===== src/logic/obcd_pkg.sv =====
// package for the option byte configuration decoder: register map,
// option byte field layout, decoded setting types and apb carriers.
// assumes a 32-bit apb with byte addresses in the low eight bits.
package obcd_pkg;

    localparam int unsigned ADDR_W = 8;
    localparam int unsigned DATA_W = 32;

    // register byte offsets
    localparam logic [ADDR_W-1:0] OFF_OPT0 = 8'h00;
    localparam logic [ADDR_W-1:0] OFF_OPT1 = 8'h04;
    localparam logic [ADDR_W-1:0] OFF_CTRL = 8'h08;
    localparam logic [ADDR_W-1:0] OFF_STAT = 8'h0C;

    // erased content of a byte, all ones
    localparam logic [7:0] ERASED_BYTE = 8'hFF;

    // factory content of the option bytes at power-up
    localparam logic [7:0] OPT0_DEFAULT = 8'hFC;
    localparam logic [7:0] OPT1_DEFAULT = 8'hEF;

    // option byte 0 fields
    localparam int unsigned B0_RSV       = 7;
    localparam int unsigned B0_RANGE_MSB = 6;
    localparam int unsigned B0_RANGE_LSB = 4;
    localparam int unsigned B0_SEC_MSB   = 3;
    localparam int unsigned B0_SEC_LSB   = 2;
    localparam int unsigned B0_RDP       = 1;
    localparam int unsigned B0_WRP       = 0;

    // option byte 1 fields
    localparam int unsigned B1_PLL_FACT  = 7;
    localparam int unsigned B1_PLL_OFF   = 6;
    localparam int unsigned B1_PLL32_OFF = 5;
    localparam int unsigned B1_RC_OFF    = 4;
    localparam int unsigned B1_LVD_MSB   = 3;
    localparam int unsigned B1_LVD_LSB   = 2;
    localparam int unsigned B1_WATCHDOG_SOFTWARE_MODE    = 1;
    localparam int unsigned B1_WATCHDOG_HALT_RESET  = 0;

    // control and status bits
    localparam int unsigned CTRL_ERASE     = 0;
    localparam int unsigned STAT_PROG_MODE = 24;
    localparam int unsigned STAT_BUSY      = 25;

    typedef enum logic [2:0] {
        RANGE_LOWEST     = 3'b000,
        RANGE_LOWER_MID  = 3'b001,
        RANGE_UPPER_MID  = 3'b010,
        RANGE_HIGH_SPEED = 3'b011,
        RANGE_WATCH_XTAL = 3'b100,
        RANGE_EXT_RES_IN = 3'b101,
        RANGE_RESERVED   = 3'b110,
        RANGE_EXT_ALT    = 3'b111
    } obcd_range_t;

    typedef enum logic [1:0] {
        SEC_HALF_K = 2'b00,
        SEC_1K     = 2'b01,
        SEC_2K     = 2'b10,
        SEC_4K     = 2'b11
    } obcd_sector_t;

    typedef enum logic [1:0] {
        LVD_LOWEST  = 2'b00,
        LVD_MEDIUM  = 2'b01,
        LVD_HIGHEST = 2'b10,
        LVD_OFF     = 2'b11
    } obcd_lvd_t;

    typedef enum logic [1:0] {
        ST_IDLE      = 2'b00,
        ST_MEM_ERASE = 2'b01,
        ST_OPT_ERASE = 2'b10
    } obcd_state_t;

    typedef struct packed {
        obcd_range_t  resonator_drive_range;
        logic         external_clock_input;
        logic         alternate_clock_pin;
        logic         startup_long;
        obcd_sector_t boot_sector_size;
        logic         readout_protect;
        logic         flash_write_lock;
        logic         pll_factor_select;
        logic         main_pll_bypass;
        logic         timer_fast_pll_bypass;
        logic         rc_osc_enable;
        logic         supply_drop_enable;
        obcd_lvd_t    supply_drop_threshold;
        logic         watchdog_software_mode;
        logic         watchdog_halt_reset;
    } obcd_cfg_t;

    typedef struct packed {
        logic              psel;
        logic              penable;
        logic              pwrite;
        logic [ADDR_W-1:0] paddr;
        logic [DATA_W-1:0] pwdata;
    } obcd_apb_req_t;

    typedef struct packed {
        logic              pready;
        logic [DATA_W-1:0] prdata;
        logic              pslverr;
    } obcd_apb_rsp_t;

endpackage : obcd_pkg


===== src/logic/obcd_decoder.sv =====
// option byte store, apb access port and static configuration decoder.
// assumes i_por pulses once at power-up; i_rst is the system reset and
// the erase handshake partner raises i_mem_erase_done when done.
//
// Local design decisions: the address map and register access over APB.
`timescale 1ns/10ps

module obcd_decoder (
    input  wire logic              i_clk,
    input  wire logic              i_rst,
    input  wire logic              i_por,
    input  wire logic              i_prog_mode,
    input  wire obcd_pkg::obcd_apb_req_t i_apb,
    output obcd_pkg::obcd_apb_rsp_t      o_apb,
    output obcd_pkg::obcd_cfg_t          o_cfg,
    output logic                   o_cfg_valid,
    output logic                   o_mem_erase,
    input  wire logic              i_mem_erase_done
);
    import obcd_pkg::*;

    function automatic obcd_cfg_t decode_cfg(input logic [7:0] b0,
                                             input logic [7:0] b1);
        obcd_cfg_t c;
        c.resonator_drive_range =
            obcd_range_t'(b0[B0_RANGE_MSB:B0_RANGE_LSB]);
        c.external_clock_input =
            (c.resonator_drive_range == RANGE_EXT_RES_IN) ||
            (c.resonator_drive_range == RANGE_EXT_ALT);
        c.alternate_clock_pin =
            (c.resonator_drive_range == RANGE_EXT_ALT);
        c.rc_osc_enable        = ~b1[B1_RC_OFF];
        // rc start-up uses the long delay only with the all-ones range
        c.startup_long = c.rc_osc_enable &&
            (c.resonator_drive_range == RANGE_EXT_ALT);
        c.boot_sector_size =
            obcd_sector_t'(b0[B0_SEC_MSB:B0_SEC_LSB]);
        c.readout_protect       = b0[B0_RDP];
        c.flash_write_lock      = b0[B0_WRP];
        c.pll_factor_select     = b1[B1_PLL_FACT];
        c.main_pll_bypass       = b1[B1_PLL_OFF];
        c.timer_fast_pll_bypass = b1[B1_PLL32_OFF];
        c.supply_drop_threshold =
            obcd_lvd_t'(b1[B1_LVD_MSB:B1_LVD_LSB]);
        c.supply_drop_enable =
            (c.supply_drop_threshold != LVD_OFF);
        c.watchdog_software_mode = b1[B1_WATCHDOG_SOFTWARE_MODE];
        c.watchdog_halt_reset    = b1[B1_WATCHDOG_HALT_RESET];
        return c;
    endfunction : decode_cfg

    localparam obcd_cfg_t CFG_RESET = decode_cfg(ERASED_BYTE, ERASED_BYTE);

    logic [7:0]  opt0_q;
    logic [7:0]  opt1_q;
    obcd_cfg_t   cfg_q;
    logic        load_q;
    logic        valid_q;
    obcd_state_t state_q;
    logic        pready_q;
    logic [31:0] prdata_q;
    logic        pslverr_q;
    logic        access;
    logic        is_opt;
    logic        mapped;
    logic        locked;
    logic        busy;
    logic        fault;
    logic        wr_ok;
    logic        erase_go;

    assign access = i_apb.psel && i_apb.penable;
    assign is_opt = (i_apb.paddr == OFF_OPT0) || (i_apb.paddr == OFF_OPT1);
    assign mapped = is_opt || (i_apb.paddr == OFF_CTRL) ||
                    (i_apb.paddr == OFF_STAT);
    assign locked = opt0_q[B0_WRP];
    assign busy   = (state_q != ST_IDLE);
    // option bytes are invisible to application code
    assign fault  = !mapped ||
                    (is_opt && !i_prog_mode) ||
                    (i_apb.pwrite && (i_apb.paddr != OFF_STAT) &&
                     (!i_prog_mode || locked || busy));
    assign wr_ok  = access && pready_q && i_apb.pwrite && !fault;
    assign erase_go = wr_ok && (i_apb.paddr == OFF_CTRL) &&
                      i_apb.pwdata[CTRL_ERASE];

    // one wait state so read data can come from a flop
    always_ff @(posedge i_clk) begin
        if (i_rst) begin
            pready_q  <= 1'b0;
            prdata_q  <= 32'h0000_0000;
            pslverr_q <= 1'b0;
        end else if (access && !pready_q) begin
            pready_q  <= 1'b1;
            pslverr_q <= fault;
            prdata_q  <= 32'h0000_0000;
            if (!fault && !i_apb.pwrite) begin
                unique case (i_apb.paddr)
                    OFF_OPT0: prdata_q[7:0] <= opt0_q;
                    OFF_OPT1: prdata_q[7:0] <= opt1_q;
                    OFF_CTRL: prdata_q[CTRL_ERASE] <= busy;
                    default: begin
                        prdata_q[$bits(obcd_cfg_t)-1:0] <= cfg_q;
                        prdata_q[STAT_PROG_MODE] <= i_prog_mode;
                        prdata_q[STAT_BUSY] <= busy;
                    end
                endcase
            end
        end else begin
            pready_q  <= 1'b0;
            pslverr_q <= 1'b0;
        end
    end

    assign o_apb.pready  = pready_q;
    assign o_apb.prdata  = prdata_q;
    assign o_apb.pslverr = pslverr_q && pready_q;

    // non-volatile model: only power-up restores the shipped content
    always_ff @(posedge i_clk) begin
        if (i_por) begin
            opt0_q <= OPT0_DEFAULT;
            opt1_q <= OPT1_DEFAULT;
        end else if (state_q == ST_OPT_ERASE) begin
            opt0_q <= ERASED_BYTE;
            opt1_q <= ERASED_BYTE;
        end else if (wr_ok && (i_apb.paddr == OFF_OPT0)) begin
            // bit 7 is stored as written; keeping it one is up to the tool
            opt0_q <= i_apb.pwdata[7:0];
        end else if (wr_ok && (i_apb.paddr == OFF_OPT1)) begin
            opt1_q <= i_apb.pwdata[7:0];
        end
    end

    // protected parts wipe program memory before the bytes are erased
    always_ff @(posedge i_clk) begin
        if (i_rst) begin
            state_q <= ST_IDLE;
        end else begin
            unique case (state_q)
                ST_IDLE: begin
                    if (erase_go && opt0_q[B0_RDP]) begin
                        state_q <= ST_MEM_ERASE;
                    end else if (erase_go) begin
                        state_q <= ST_OPT_ERASE;
                    end
                end
                ST_MEM_ERASE: begin
                    if (i_mem_erase_done) begin
                        state_q <= ST_OPT_ERASE;
                    end
                end
                ST_OPT_ERASE: state_q <= ST_IDLE;
                default:      state_q <= ST_IDLE;
            endcase
        end
    end

    assign o_mem_erase = (state_q == ST_MEM_ERASE);

    // settings sampled in the first cycle after reset release, then frozen
    always_ff @(posedge i_clk) begin
        if (i_rst) begin
            load_q  <= 1'b1;
            valid_q <= 1'b0;
            cfg_q   <= CFG_RESET;
        end else if (load_q) begin
            load_q  <= 1'b0;
            valid_q <= 1'b1;
            cfg_q   <= decode_cfg(opt0_q, opt1_q);
        end
    end

    assign o_cfg       = cfg_q;
    assign o_cfg_valid = valid_q;
endmodule : obcd_decoder


===== config.mk =====
export PLATFORM = sky130hd
export DESIGN_NAME = obcd_decoder
export DESIGN_NICKNAME = d
export VERILOG_FILES = /design/src/logic/obcd_pkg.sv /design/src/logic/obcd_decoder.sv
export SDC_FILE = /design/constraint.sdc
export NUM_CORES = 1
export LEC_CHECK = 0
export BUFFER_PORTS_ARGS = -buffer_cell sky130_fd_sc_hd__buf_2
export CORE_ASPECT_RATIO = 0.6
export CORE_MARGIN = 8
export CORE_UTILIZATION = 37
export CTS_CLUSTER_SIZE = 25
export DETAILED_ROUTE_END_ITERATION = 10
export HOLD_SLACK_MARGIN = 0.03
export PLACE_DENSITY = 0.75
export SLEW_MARGIN = 10
export SYNTH_ARGS = -nofsm -noshare
export SYNTH_HDL_FRONTEND = slang
export SYNTH_SLANG_ARGS = --single-unit
export TNS_END_PERCENT = 10

===== constraint.sdc =====
create_clock -name i_clk -period 2.25 [get_ports i_clk]
set_input_delay 0.45 -clock i_clk [delete_from_list [all_inputs] [get_ports i_clk]]
set_output_delay 0.45 -clock i_clk [all_outputs]
set_load 0.01 [all_outputs]

**Word level (Yosys, flattened, before mapping)**

Cells that the tools add are included.
W data, S select, Z words.

- Register bits after elaboration: 62
- Input port bits: 48

- Bitwise operators: 3
- Equal/unequal tests: 12
- Multiplexer cells: 17
- Reductions and logical operators: 40

Operators by type and width:

| kind | count |
|---|---|
| $pmux W7 S3 | 1 |
| $mux W19 | 1 |
| $eq A8 B4 Y1 const B | 2 |
| $logic_and A1 B1 Y1 | 16 |
| $mux W5 | 3 |
| $mux W2 | 7 |
| $mux W11 | 1 |
| $eq A8 B3 Y1 const B | 1 |
| $logic_not A8 Y1 | 1 |
| $logic_or A1 B1 Y1 | 8 |
| $ne A8 B4 Y1 const B | 1 |
| $eq A3 B3 Y1 const B | 2 |
| $reduce_and A2 Y1 | 3 |
| $reduce_bool A2 Y1 | 3 |
| $logic_not A1 Y1 | 5 |
| $ne A2 B2 Y1 const B | 2 |
| $pmux W2 S2 | 1 |
| $reduce_or A2 Y1 | 2 |
| $ne A3 B3 Y1 const B | 1 |
| $not A1 Y1 | 3 |
| $pmux W1 S3 | 1 |
| $reduce_or A3 Y1 | 1 |
| $eq A2 B1 Y1 const B | 1 |
| $eq A2 B2 Y1 const B | 1 |
| 3 further kinds | 4 |

**Logic depth before layout (Yosys ltp)**

Gate-level depths: netlist of the first run.

- Depth after elaboration: 14
- Depth in mapped cells: 5

**Worst setup path after synthesis of the first run**

OpenSTA, ideal clock, no wires.

- Path kind: input port to flip-flop
- Start: input port i_apb[37] in the netlist's numbering
- End: register opt1_q[2]
- Setup slack: 0.555 ns
- Data arrival time: 1.554 ns
- Library setup time: 0.141 ns
- Data required time: 2.109 ns
- Stages on the path: 5
- Cells stage by stage: nor4_4 -> nand4_1 -> buf_2 -> nand2_1 -> o211ai_1

- Word-level cells in the longest chain between the ends: 12
- Elaborated cells between the ends (all ways): 20
- Classes of those cells: 4 x eq/ne; 1 x bitwise; 15 x reduce/logical

Ends and longest elaborated chain:

| element | line | source |
|---|---|---|
| from (decl) | obcd_decoder.sv:13 | `input wire obcd_pkg::obcd_apb_req_t i_apb,` |
| $eq A8 B3 Y1 / $logic_not A8 Y1 (equally long branches) | obcd_decoder.sv:73, obcd_decoder.sv:130, obcd_decoder.sv:127 |  |
| $logic_or A1 B1 Y1 | obcd_decoder.sv:73 | `assign is_opt = (i_apb.paddr == OFF_OPT0) \|\| (i_apb.paddr == OFF_OPT1);` |
| $logic_or A1 B1 Y1 (2 in a row) | obcd_decoder.sv:74 | `assign mapped = is_opt \|\| (i_apb.paddr == OFF_CTRL) \|\|` |
| $logic_not A1 Y1 | obcd_decoder.sv:79 | `assign fault = !mapped \|\|` |
| $logic_or A1 B1 Y1 | obcd_decoder.sv:79 |  |
| $logic_or A1 B1 Y1 | obcd_decoder.sv:80 | `(is_opt && !i_prog_mode) \|\|` |
| $logic_not A1 Y1 | obcd_decoder.sv:83 | `assign wr_ok = access && pready_q && i_apb.pwrite && !fault;` |
| $logic_and A1 B1 Y1 | obcd_decoder.sv:83 |  |
| $logic_and A1 B1 Y1 | obcd_decoder.sv:127 | `end else if (wr_ok && (i_apb.paddr == OFF_OPT0)) begin` |
| $not A1 Y1 (no line) | n/a |  |
| $reduce_and A2 Y1 (no line) (*) | n/a |  |
| to (signal assigned) | obcd_decoder.sv:131 | `opt1_q <= i_apb.pwdata[7:0];` |
| to (decl) | obcd_decoder.sv:55 | `logic [7:0] opt1_q;` |

Every way passes the cells marked *; elsewhere a longest branch is shown, timed or not.
A chain may end at the register's enable or synchronous reset.

**Worst setup path after layout of the first run**

- Start: input port i_apb[37] in the netlist's numbering
- End: register prdata_q[10]

- Word-level cells in the longest chain between the ends: 10
- Elaborated cells between the ends (all ways): 19
- Classes of those cells: 4 x eq/ne; 2 x mux; 13 x reduce/logical

Ends and longest elaborated chain:

| element | line | source |
|---|---|---|
| $eq A8 B3 Y1 / $logic_not A8 Y1 (equally long branches) | obcd_decoder.sv:73, obcd_decoder.sv:98 |  |
| $logic_or A1 B1 Y1 | obcd_decoder.sv:73 |  |
| $logic_or A1 B1 Y1 (2 in a row) | obcd_decoder.sv:74 |  |
| $logic_not A1 Y1 | obcd_decoder.sv:79 |  |
| $logic_or A1 B1 Y1 | obcd_decoder.sv:79 |  |
| $logic_or A1 B1 Y1 | obcd_decoder.sv:80 |  |
| $logic_not A1 Y1 | obcd_decoder.sv:97 | `if (!fault && !i_apb.pwrite) begin` |
| $logic_and A1 B1 Y1 | obcd_decoder.sv:97 |  |
| $mux W19 (*) | obcd_decoder.sv:97 |  |
| to (signal, indexed assignment) | obcd_decoder.sv:101 | `OFF_CTRL: prdata_q[CTRL_ERASE] <= busy;` |
| to (signal, indexed assignment) | obcd_decoder.sv:103 | `prdata_q[$bits(obcd_cfg_t)-1:0] <= cfg_q;` |
| to (signal, indexed assignment) | obcd_decoder.sv:104 | `prdata_q[STAT_PROG_MODE] <= i_prog_mode;` |
| to (decl) | obcd_decoder.sv:61 | `logic [31:0] prdata_q;` |

Marks and branches as above.

==> results.cfg, run 1 <==
[status]
status = complete, no violations

[global_route]
overflow = 0
antenna_found_initial = 0
grt_pass1_wl_um = 10600
first_global_vias = 2028
grt_max_degree = 39
track_usage = 0.138

[floorplanning]
fp.coreArea_um2 = 6680
io_pins = 103
initial_core_util = 0.381
num_rows = 23
die_x_um = 123
dieHeight_um = 80.3
die_area_um2 = 9880

[setup_path]
critical_path_required_ns = 2.51
endpoint_kind = register
path_cells = buf_2 -> nor4_4 -> nand3_2 -> nor3_2 -> a22o_1
worst_path_max_delay_cell = nor3_2
critPathKind = input port to register
arrival_ns = 1.97
cp.buffers_inverters = 1
critical_path.max_fanout = 13
start_kind = input port
slowest_delay_ns = 0.65
path_delay_family = simple AND/OR/NAND/NOR gates

[drt]
firstDrtPassIters = 4
drc = 0
ant_nets = 0
vias = 2100
drt_first_iter_violations = 175
routed_wirelength_um = 6700
wl_per_cell_um = 16.0
avgViaCountPerCell = 5.02

[sta]
setup_viol = 0
rsz0062_at_grt = no
setup_tns_ns = 0
finalCriticalPeriod_ns = 1.70
fmax_mhz = 587
worst_clock_skew_ns = 0.00391
relSlewSlack = 0.446
tightest_slew_ns = 0.826
period_share = 0.758
finalHoldViolCount = 0
finalWorstSetupSlack_ns = 0.545
finalMaxSlewViolations = 0

[clock_tree]
cts.repair.resized = 0
clk_latency_ns = 0.32
cts_made_buffers = 9
clock-sinks = 62
cts_tree = built
cts-hold-fix-buffers = 0
post-cts-setup-buffer-count = 0
clkSlewWorstSetupHoldPaths_ns = 0.05
htreeDepth = 3
root_buffer = clkbuf_16
clockBufferDepth = 2

[synth]
ys_types = 43
ys_seq_area_frac = 0.487
yosys.area.top_type = dfxtp_1
syn_area_um2 = 2550
ys_top_cells_by_area = dfxtp_1, a211o_1, nor2b_1, a22o_1, mux2i_1
avgSynthCellArea_um2 = 9.87
synth_cells = 258
yosys_register_bits = 62
synthFlopType = dfxtp_1
synth-edff-count = 0
yosysTopAreaCellShare = 0.487
yosysWarnings = 0
async_flop_share = 0

[finish]
final_common_cell = buf_2
area_delta_synth_final_pct = 26.6
fin_area_um2 = 3220
final_cell_mix = buf_2, dfxtp_1, nor2b_1, nand2_1, nor2_1
diodes = 0
final_layout_size_suffix_gt1_frac = 0.299
fillCellCount = 640
num-nets-final = 375
utilization = 0.483

[pwr]
internal_power_uw = 2060
vdd_ir_drop_max_v = 0.000374
power_switching_uw = 573
comb_power_share = 0.066
switching_share = 0.218
clkPwrFrac = 0.503
power_density_nw_per_um2 = 818
seqPwrFrac = 0.431
power_leakage_uw = 0.00148

[placed_design]
place_ws_ns = 0.203
dp_hpwl_um = 4950
portBuffers = 67
dpl_cell_area_um2 = 2940
gp_congestion = 0.806

[flow_run]
drv_cap = 0

[min_path]
min_path_type = input port to register
==> routing by layer <==
layer,up-vias,GRT usage,part of all wire
met3,12,0.0574,0.090
li1,1053,-,-
met2,68,0.199,0.43
met4,0,0.0466,0.014
met1,967,0.182,0.47
met5,-,0,0
==> stage by stage <==
step           power, uW  instances  hold WS (ns)
2_1_floorplan       1270        268         0.454
3_3_place_gp        1330        403         0.435
3_5_place_dp        1330        403         0.443
4_1_cts             2660        418         0.339
5_1_grt             2740        418         0.357
6_report            2640        418         0.349
==> cell usage after synthesis (all sizes together), types with 2 or more instances <==
master    n
a211o    14
a211oi    3
a221oi    2
a22o     13
a2bb2oi   7
buf      18
clkbuf    9
dfxtp    62
inv       8
mux2i    11
nand2    19
nand2b    3
nand3     4
nand4     3
nor2     15
nor2b    19
nor3      4
nor4b     2
o211ai   11
o21ai    15
or2       3
==> layout make-up <==
class | count | area [um2] | area share
Multi-Input combinational cell | 171 | 1160 | 0.360
Sequential cell | 62 | 1240 | 0.385
Tap cell | 87 | 109 | 0.0338
Clock inverter | 5 | 50.0 | 0.0155
Timing Repair Buffer | 75 | 395 | 0.123
Inverter | 8 | 30.0 | 0.00931
Clock buffer | 10 | 239 | 0.0741
==> logic make-up after synthesis <==
logic type | after synthesis | synth area share
other cells | 1 | 0.00147
compound gates | 72 | 0.217
simple gates | 77 | 0.179
flops | 62 | 0.487
mux | 11 | 0.0432
buf+inv | 35 | 0.0717
==> power groups by stage <==
stage	Combinational (uW)	Sequential (uW)	Clock (uW)
finish	174	1140	1330
global route	191	1140	1410
CTS	174	1140	1350
detailed placement	173	1160	0
global placement	169	1160	0
floorplan	107	1170	0
==> flip-flops by register name, summed over array words and instances, names as in the netlist <==
name         count
opt0_q           8
o_cfg           19
prdata_q        21
pslverr_q        1
o_cfg_valid      1
state_q          2
pready_q         1
load_q           1
opt1_q           8
==> worst paths after layout <==
kind | start | depth (start not counted) | slack, ns | to
max | i_apb[37] | 5 | 0.55 | prdata_q[10]$_SDFFE_PP0P_
min | i_por | 2 | 0.35 | opt0_q[1]$_SDFFE_PP0P_
max reg2reg | pready_q$_SDFF_PP0_ | 4 | 0.55 | prdata_q[10]$_SDFFE_PP0P_
min reg2reg | prdata_q[4]$_SDFFE_PP0P_ | 2 | 0.45 | prdata_q[4]$_SDFFE_PP0P_
==> worst reg2reg max path, delay by kind of cell (launching register included) <==
family          cells  cell delay, ns
flops               1            0.33
simple gates        3            1.07
compound gates      1            0.24
Note: power is estimated with default switching activity, not from simulation.
==> run 2: changes to the inputs <==
--- a/config.mk
+++ b/config.mk
@@ -12,7 +12,7 @@
 export CTS_CLUSTER_SIZE = 25
 export DETAILED_ROUTE_END_ITERATION = 10
 export HOLD_SLACK_MARGIN = 0.03
-export PLACE_DENSITY = 0.75
+export PLACE_DENSITY = 0.77
 export SLEW_MARGIN = 10
 export SYNTH_ARGS = -nofsm -noshare
 export SYNTH_HDL_FRONTEND = slang
==> constraint.sdc (replaced) <==
create_clock -name i_clk -period 1.46 [get_ports i_clk]
set_input_delay 0.292 -clock i_clk [delete_from_list [all_inputs] [get_ports i_clk]]
set_output_delay 0.292 -clock i_clk [all_outputs]
set_load 0.01 [all_outputs]
==> run 2 against run 1 <==
Register-to-register slack worse by 0.51 ns; final cell count is 5.7% higher; hold slack worse by 0.17 ns; global-route usage is 0.78 points higher.
==> results.cfg, run 2 (same netlist as run 1, synthesis figures left out) <==
[clock_tree]
cts-hold-fix-buffers = 0
clkSlewWorstSetupHoldPaths_ns = 0.05
htreeDepth = 3
cts_made_buffers = 9
clk_latency_ns = 0.32
root_buffer = clkbuf_16
cts_tree = built
clockBufferDepth = 2
clock-sinks = 62

[setup_path]
start_kind = register
critical_path_required_ns = 1.66
arrival_ns = 1.63
r2r_start = opt0_q[0]$_SDFFE_PP0P_
r2r_slack_ns = 0.03
critical_path.max_fanout = 7
critPathKind = register to register
worstRegToRegCells = 6
endpoint_kind = register
path_common_cell = buf_4
reg2reg_to = opt0_q[4]$_SDFFE_PP1N_
worst_path_max_delay_cell = dfxtp_2
slowest_delay_ns = 0.33
path_cells = nor4b_4 -> buf_4 -> nand4_4 -> buf_4 -> o21ai_0 -> o211ai_1

[global_route]
grt_max_degree = 25
top_usage_layer = met2
grt_pass1_wl_um = 11000
use_met3 = 0.0742
met1_usage = 0.190
use_met2 = 0.211
overflow = 0
track_usage = 0.146
first_global_vias = 2096
antenna_found_initial = 0

[pwr]
internal_power_uw = 3140
power_uw = 4040
comb_power_share = 0.075
power_leakage_uw = 0.00160
seqPwrFrac = 0.436
switching_share = 0.222
clkPwrFrac = 0.490
vdd_ir_drop_max_v = 0.000650
power_density_nw_per_um2 = 1180
power_switching_uw = 894

[finish]
area_delta_synth_final_pct = 34.5
largest_reg_flops = 21
utilization = 0.513
final_common_cell = buf_2
diodes = 0
fin_area_um2 = 3430
num-nets-final = 398
final_layout_size_suffix_gt1_frac = 0.363
final_cell_mix = buf_2, dfxtp_1, buf_4
regMostFlops = prdata_q

[placed_design]
dpl_cell_area_um2 = 3080
portBuffers = 67
dp_hpwl_um = 5310
gp_congestion = 0.806

[floorplanning]
initial_core_util = 0.381
io_pins = 103
fp.coreArea_um2 = 6680
die_area_um2 = 9880
die_x_um = 123
dieHeight_um = 80.3
num_rows = 23

[status]
status = complete, no violations

[min_path]
hp-start = i_por
hold_depth = 2
min_path_type = input port to register
min_to = opt0_q[1]$_SDFFE_PP0P_

[drt]
wl_per_cell_um = 16.2
vias = 2187
routed_wirelength_um = 7160
avgViaCountPerCell = 4.95
ant_nets = 0
drc = 0
firstDrtPassIters = 5
drt_first_iter_violations = 182

[sta]
finalCriticalPeriod_ns = 1.43
setup_tns_ns = 0
finalHoldViolCount = 0
timing.hold.ws_ns = 0.184
rsz0062_at_grt = yes
worst_clock_skew_ns = 0.00499
fmax_mhz = 700
setup_viol = 0
period_share = 0.979
finalMaxSlewViolations = 0

[flow_run]
drv_cap = 0
[run 2: changes by cell type in the layout (fill, tap and decap cells not counted), moves of 2 or more]
cell | before | now
clkbuf_8 | 1 | 3
buf_4 | 8 | 28
dfxtp_2 | 0 | 2
buf_6 | 0 | 2
o21ai_0 | 7 | 4
clkinv_2 | 4 | 2
o21ai_1 | 8 | 11
dfxtp_1 | 62 | 60
[run 2: through the flow]
step,instances,setup WS [ns]
final,442,0.0310
after global routing,442,-0.0438
after CTS,439,-0.0139
after detailed placement,422,-0.195
after global placement,422,-0.149
after floorplan,268,-0.0709
[run 2: critical path: cells and delay by family, from the launching register on]
kind	cells	cell delay, ns
AOI/OAI and AO/OA	2	0.26
buffers and inverters	2	0.33
DFF	1	0.33
and+or+nand+nor	2	0.38
[run 2: metal layers]
metal,vias up,part of all wire
met5,-,0
met4,0,0.0059
met3,6,0.098
met2,74,0.44
met1,1014,0.46
li1,1093,-
[run 2: layout make-up]
| cell class | count | area (um2) |
|---|---|---|
| well taps | 87 | 109 |
| flip-flops and latches | 62 | 1240 |
| repair buffers | 98 | 573 |
| inverters | 8 | 30.0 |
| clock inverters | 3 | 17.5 |
| fillers | 631 | 3250 |
| clock buffers | 13 | 270 |
| multi-input cells | 171 | 1180 |
[run 2: worst max-delay path by stage]
| stage | from | end | slack (ns) | depth (start not counted) |
|---|---|---|---|---|
| 2_1_floorplan | i_apb[37] | prdata_q[0]$_SDFFE_PP0P_ | -0.07 | 4 |
| 3_3_place_gp | i_apb[37] | opt0_q[1]$_SDFFE_PP0P_ | -0.15 | 6 |
| 3_5_place_dp | i_apb[37] | prdata_q[5]$_SDFFE_PP0P_ | -0.19 | 6 |
| 4_1_cts | state_q[1]$_SDFFE_PP0P_ | opt1_q[0]$_SDFFE_PP1P_ | -0.01 | 6 |
| 5_1_grt | opt0_q[0]$_SDFFE_PP0P_ | opt0_q[1]$_SDFFE_PP0P_ | -0.04 | 5 |
| 6_report | opt0_q[0]$_SDFFE_PP0P_ | opt0_q[4]$_SDFFE_PP1N_ | 0.03 | 6 |
[run 2: what timing repair did]
action                     4_1_cts  5_1_grt
gates cloned                     0        1
setup endpoints to repair       18       28
pin swaps                        4        1
setup buffers                    1        2
resized for setup                5        9
[run 2: power groups by stage]
| stage | clock (uW) | sequential (uW) | combinational, uW |
|---|---|---|---|
| floorplan | 0 | 1800 | 164 |
| global route | 2090 | 1760 | 330 |
| finish | 1980 | 1760 | 301 |
| CTS | 2020 | 1760 | 294 |
| detailed placement | 0 | 1790 | 290 |
| global placement | 0 | 1790 | 282 |
==> run 3: changes to the inputs <==
--- a/config.mk
+++ b/config.mk
@@ -13,6 +13,7 @@
 export DETAILED_ROUTE_END_ITERATION = 10
 export HOLD_SLACK_MARGIN = 0.03
 export PLACE_DENSITY = 0.77
+export RECOVER_POWER = 50
 export SLEW_MARGIN = 10
 export SYNTH_ARGS = -nofsm -noshare
 export SYNTH_HDL_FRONTEND = slang
==> run 3 against run 2 <==
Global-route usage stayed put; critical path depth is 1 lower; total power is 0.12% lower; non-clock buffer count stayed put; first-iteration DRC count is 2.2% higher; critical endpoint is now opt0_q[2]$_SDFFE_PP1N_; die area stayed put; register-to-register slack hardly changed; hold slack hardly changed.
==> results.cfg, run 3 (same netlist as run 1, synthesis figures left out) <==
[status]
status = complete, no violations

[finish]
final_cell_mix = dfxtp_1, clkbuf_1, buf_2
largest_reg_flops = 21
regMostFlops = prdata_q
final_layout_size_suffix_gt1_frac = 0.268
multiInputGateArea_um2 = 1180
fillCellCount = 648
diodes = 0
num-nets-final = 398
area_delta_synth_final_pct = 32.7
fin_cells = 442
seq_area_um2 = 1240
final_common_cell = dfxtp_1

[drt]
avgViaCountPerCell = 4.95
wl_per_cell_um = 16.3
firstDrtPassIters = 4
routed_wirelength_um = 7200
vias = 2190
drc = 0
ant_nets = 0
drt_first_iter_violations = 186

[placed_design]
place_ws_ns = -0.195
gp_congestion = 0.806
dp_hpwl_um = 5310
dp.cells = 422
portBuffers = 67

[floorplanning]
fp.coreArea_um2 = 6680
num_rows = 23
die_x_um = 123
die_area_um2 = 9880
initial_core_util = 0.381
dieHeight_um = 80.3
io_pins = 103

[sta]
finalWorstSetupSlack_ns = 0.0293
period_share = 0.980
timing.hold.ws_ns = 0.184
setup_tns_ns = 0
fmax_mhz = 699
worst_clock_skew_ns = 0.00501
finalMaxSlewViolations = 0
finalCriticalPeriod_ns = 1.43
finalHoldViolCount = 0
setup_viol = 0
rsz0062_at_grt = yes

[setup_path]
worstRegToRegCells = 5
cp.depth = 5
worst_path_max_delay_cell = dfxtp_2
endpoint = opt0_q[2]$_SDFFE_PP1N_
start_kind = register
r2r_slack_ns = 0.03
reg2reg_to = opt0_q[2]$_SDFFE_PP1N_
arrival_ns = 1.67
critical_path_required_ns = 1.70
cp.buffers_inverters = 1
path_cells = nor4b_4 -> buf_4 -> nand4_4 -> or2_4 -> o211ai_1
cp-startpoint = opt0_q[0]$_SDFFE_PP0P_
path_delay_family = simple AND/OR/NAND/NOR gates
slowest_delay_ns = 0.33
critPathKind = register to register
endpoint_kind = register
r2r_start = opt0_q[0]$_SDFFE_PP0P_
critical_path.max_fanout = 8

[clock_tree]
root_buffer = clkbuf_16
cts_tree = built
clock-sinks = 62
clk_latency_ns = 0.32
cts_made_buffers = 9
clkSlewWorstSetupHoldPaths_ns = 0.05
clockBufferDepth = 2
htreeDepth = 3

[global_route]
overflow = 0
first_global_vias = 2096
grt_max_degree = 25
grt_pass1_wl_um = 11000
antenna_found_initial = 0
track_usage = 0.146

[pwr]
power_density_nw_per_um2 = 1190
vdd_ir_drop_max_v = 0.000651
power_uw = 4030
power_leakage_uw = 0.00148

[flow_run]
drv_cap = 0

[min_path]
min_path_type = input port to register
-- run 3: how the worst min path moves through the flow --
stage	start	to	slack [ns]	depth (start not counted)
after floorplan	i_rst	load_q$_DFF_P_	0.32	0
after global placement	prdata_q[7]$_SDFFE_PP0P_	prdata_q[7]$_SDFFE_PP0P_	0.43	2
after detailed placement	prdata_q[7]$_SDFFE_PP0P_	prdata_q[7]$_SDFFE_PP0P_	0.44	2
after CTS	i_por	opt0_q[1]$_SDFFE_PP0P_	0.18	2
after global routing	i_por	opt0_q[1]$_SDFFE_PP0P_	0.18	2
final	i_por	opt0_q[1]$_SDFFE_PP0P_	0.18	2
-- run 3: area by class of cell --
| class | count | share of cell area |
|---|---|---|
| Sequential cell | 62 | 0.368 |
| Multi-Input combinational cell | 171 | 0.350 |
| Timing Repair Buffer | 98 | 0.156 |
| Clock buffer | 13 | 0.0800 |
| Tap cell | 87 | 0.0322 |
| Inverter | 8 | 0.00889 |
| Clock inverter | 3 | 0.00519 |
-- run 3: metrics by stage --
step | instance area, um2 | util
6_report | 3380 | 0.506
3_5_place_dp | 3080 | 0.461
2_1_floorplan | 2590 | -
3_3_place_gp | 3080 | 0.461
4_1_cts | 3390 | 0.507
5_1_grt | 3380 | 0.506
-- run 3: routing by layer --
layer  up-vias  global-route usage  part of all wire
met3         6              0.0742             0.099
met4         0              0.0311            0.0058
met1      1019               0.190              0.46
met5         -                   0                 0
li1       1094                   -                 -
met2        71               0.211              0.44
-- run 3: worst register-to-register path, delay by kind of cell, from the launching register on --
family | cells | cell delay [ns]
buffers and inverters | 1 | 0.17
and+or+nand+nor | 3 | 0.66
DFF | 1 | 0.33
AOI/OAI and AO/OA | 1 | 0.18
-- run 3: repair_timing --
action	4_1_cts	5_1_grt
pin swaps	4	1
endpoints found under the hold margin	0	0
cloned	0	1
hold buffers	0	0
buffers inserted	1	2
endpoints found under the setup margin	18	28
resized for setup	5	9
-- run 3: power breakdown --
| group | total [uW] | switching (uW) | leakage, uW | internal (uW) |
|---|---|---|---|---|
| registers | 1760 | 29.5 | 0.000506 | 1730 |
| logic | 295 | 168 | 0.000834 | 127 |
| clock network | 1980 | 698 | 0.000142 | 1280 |
| total | 4030 | 896 | 0.00148 | 3140 |
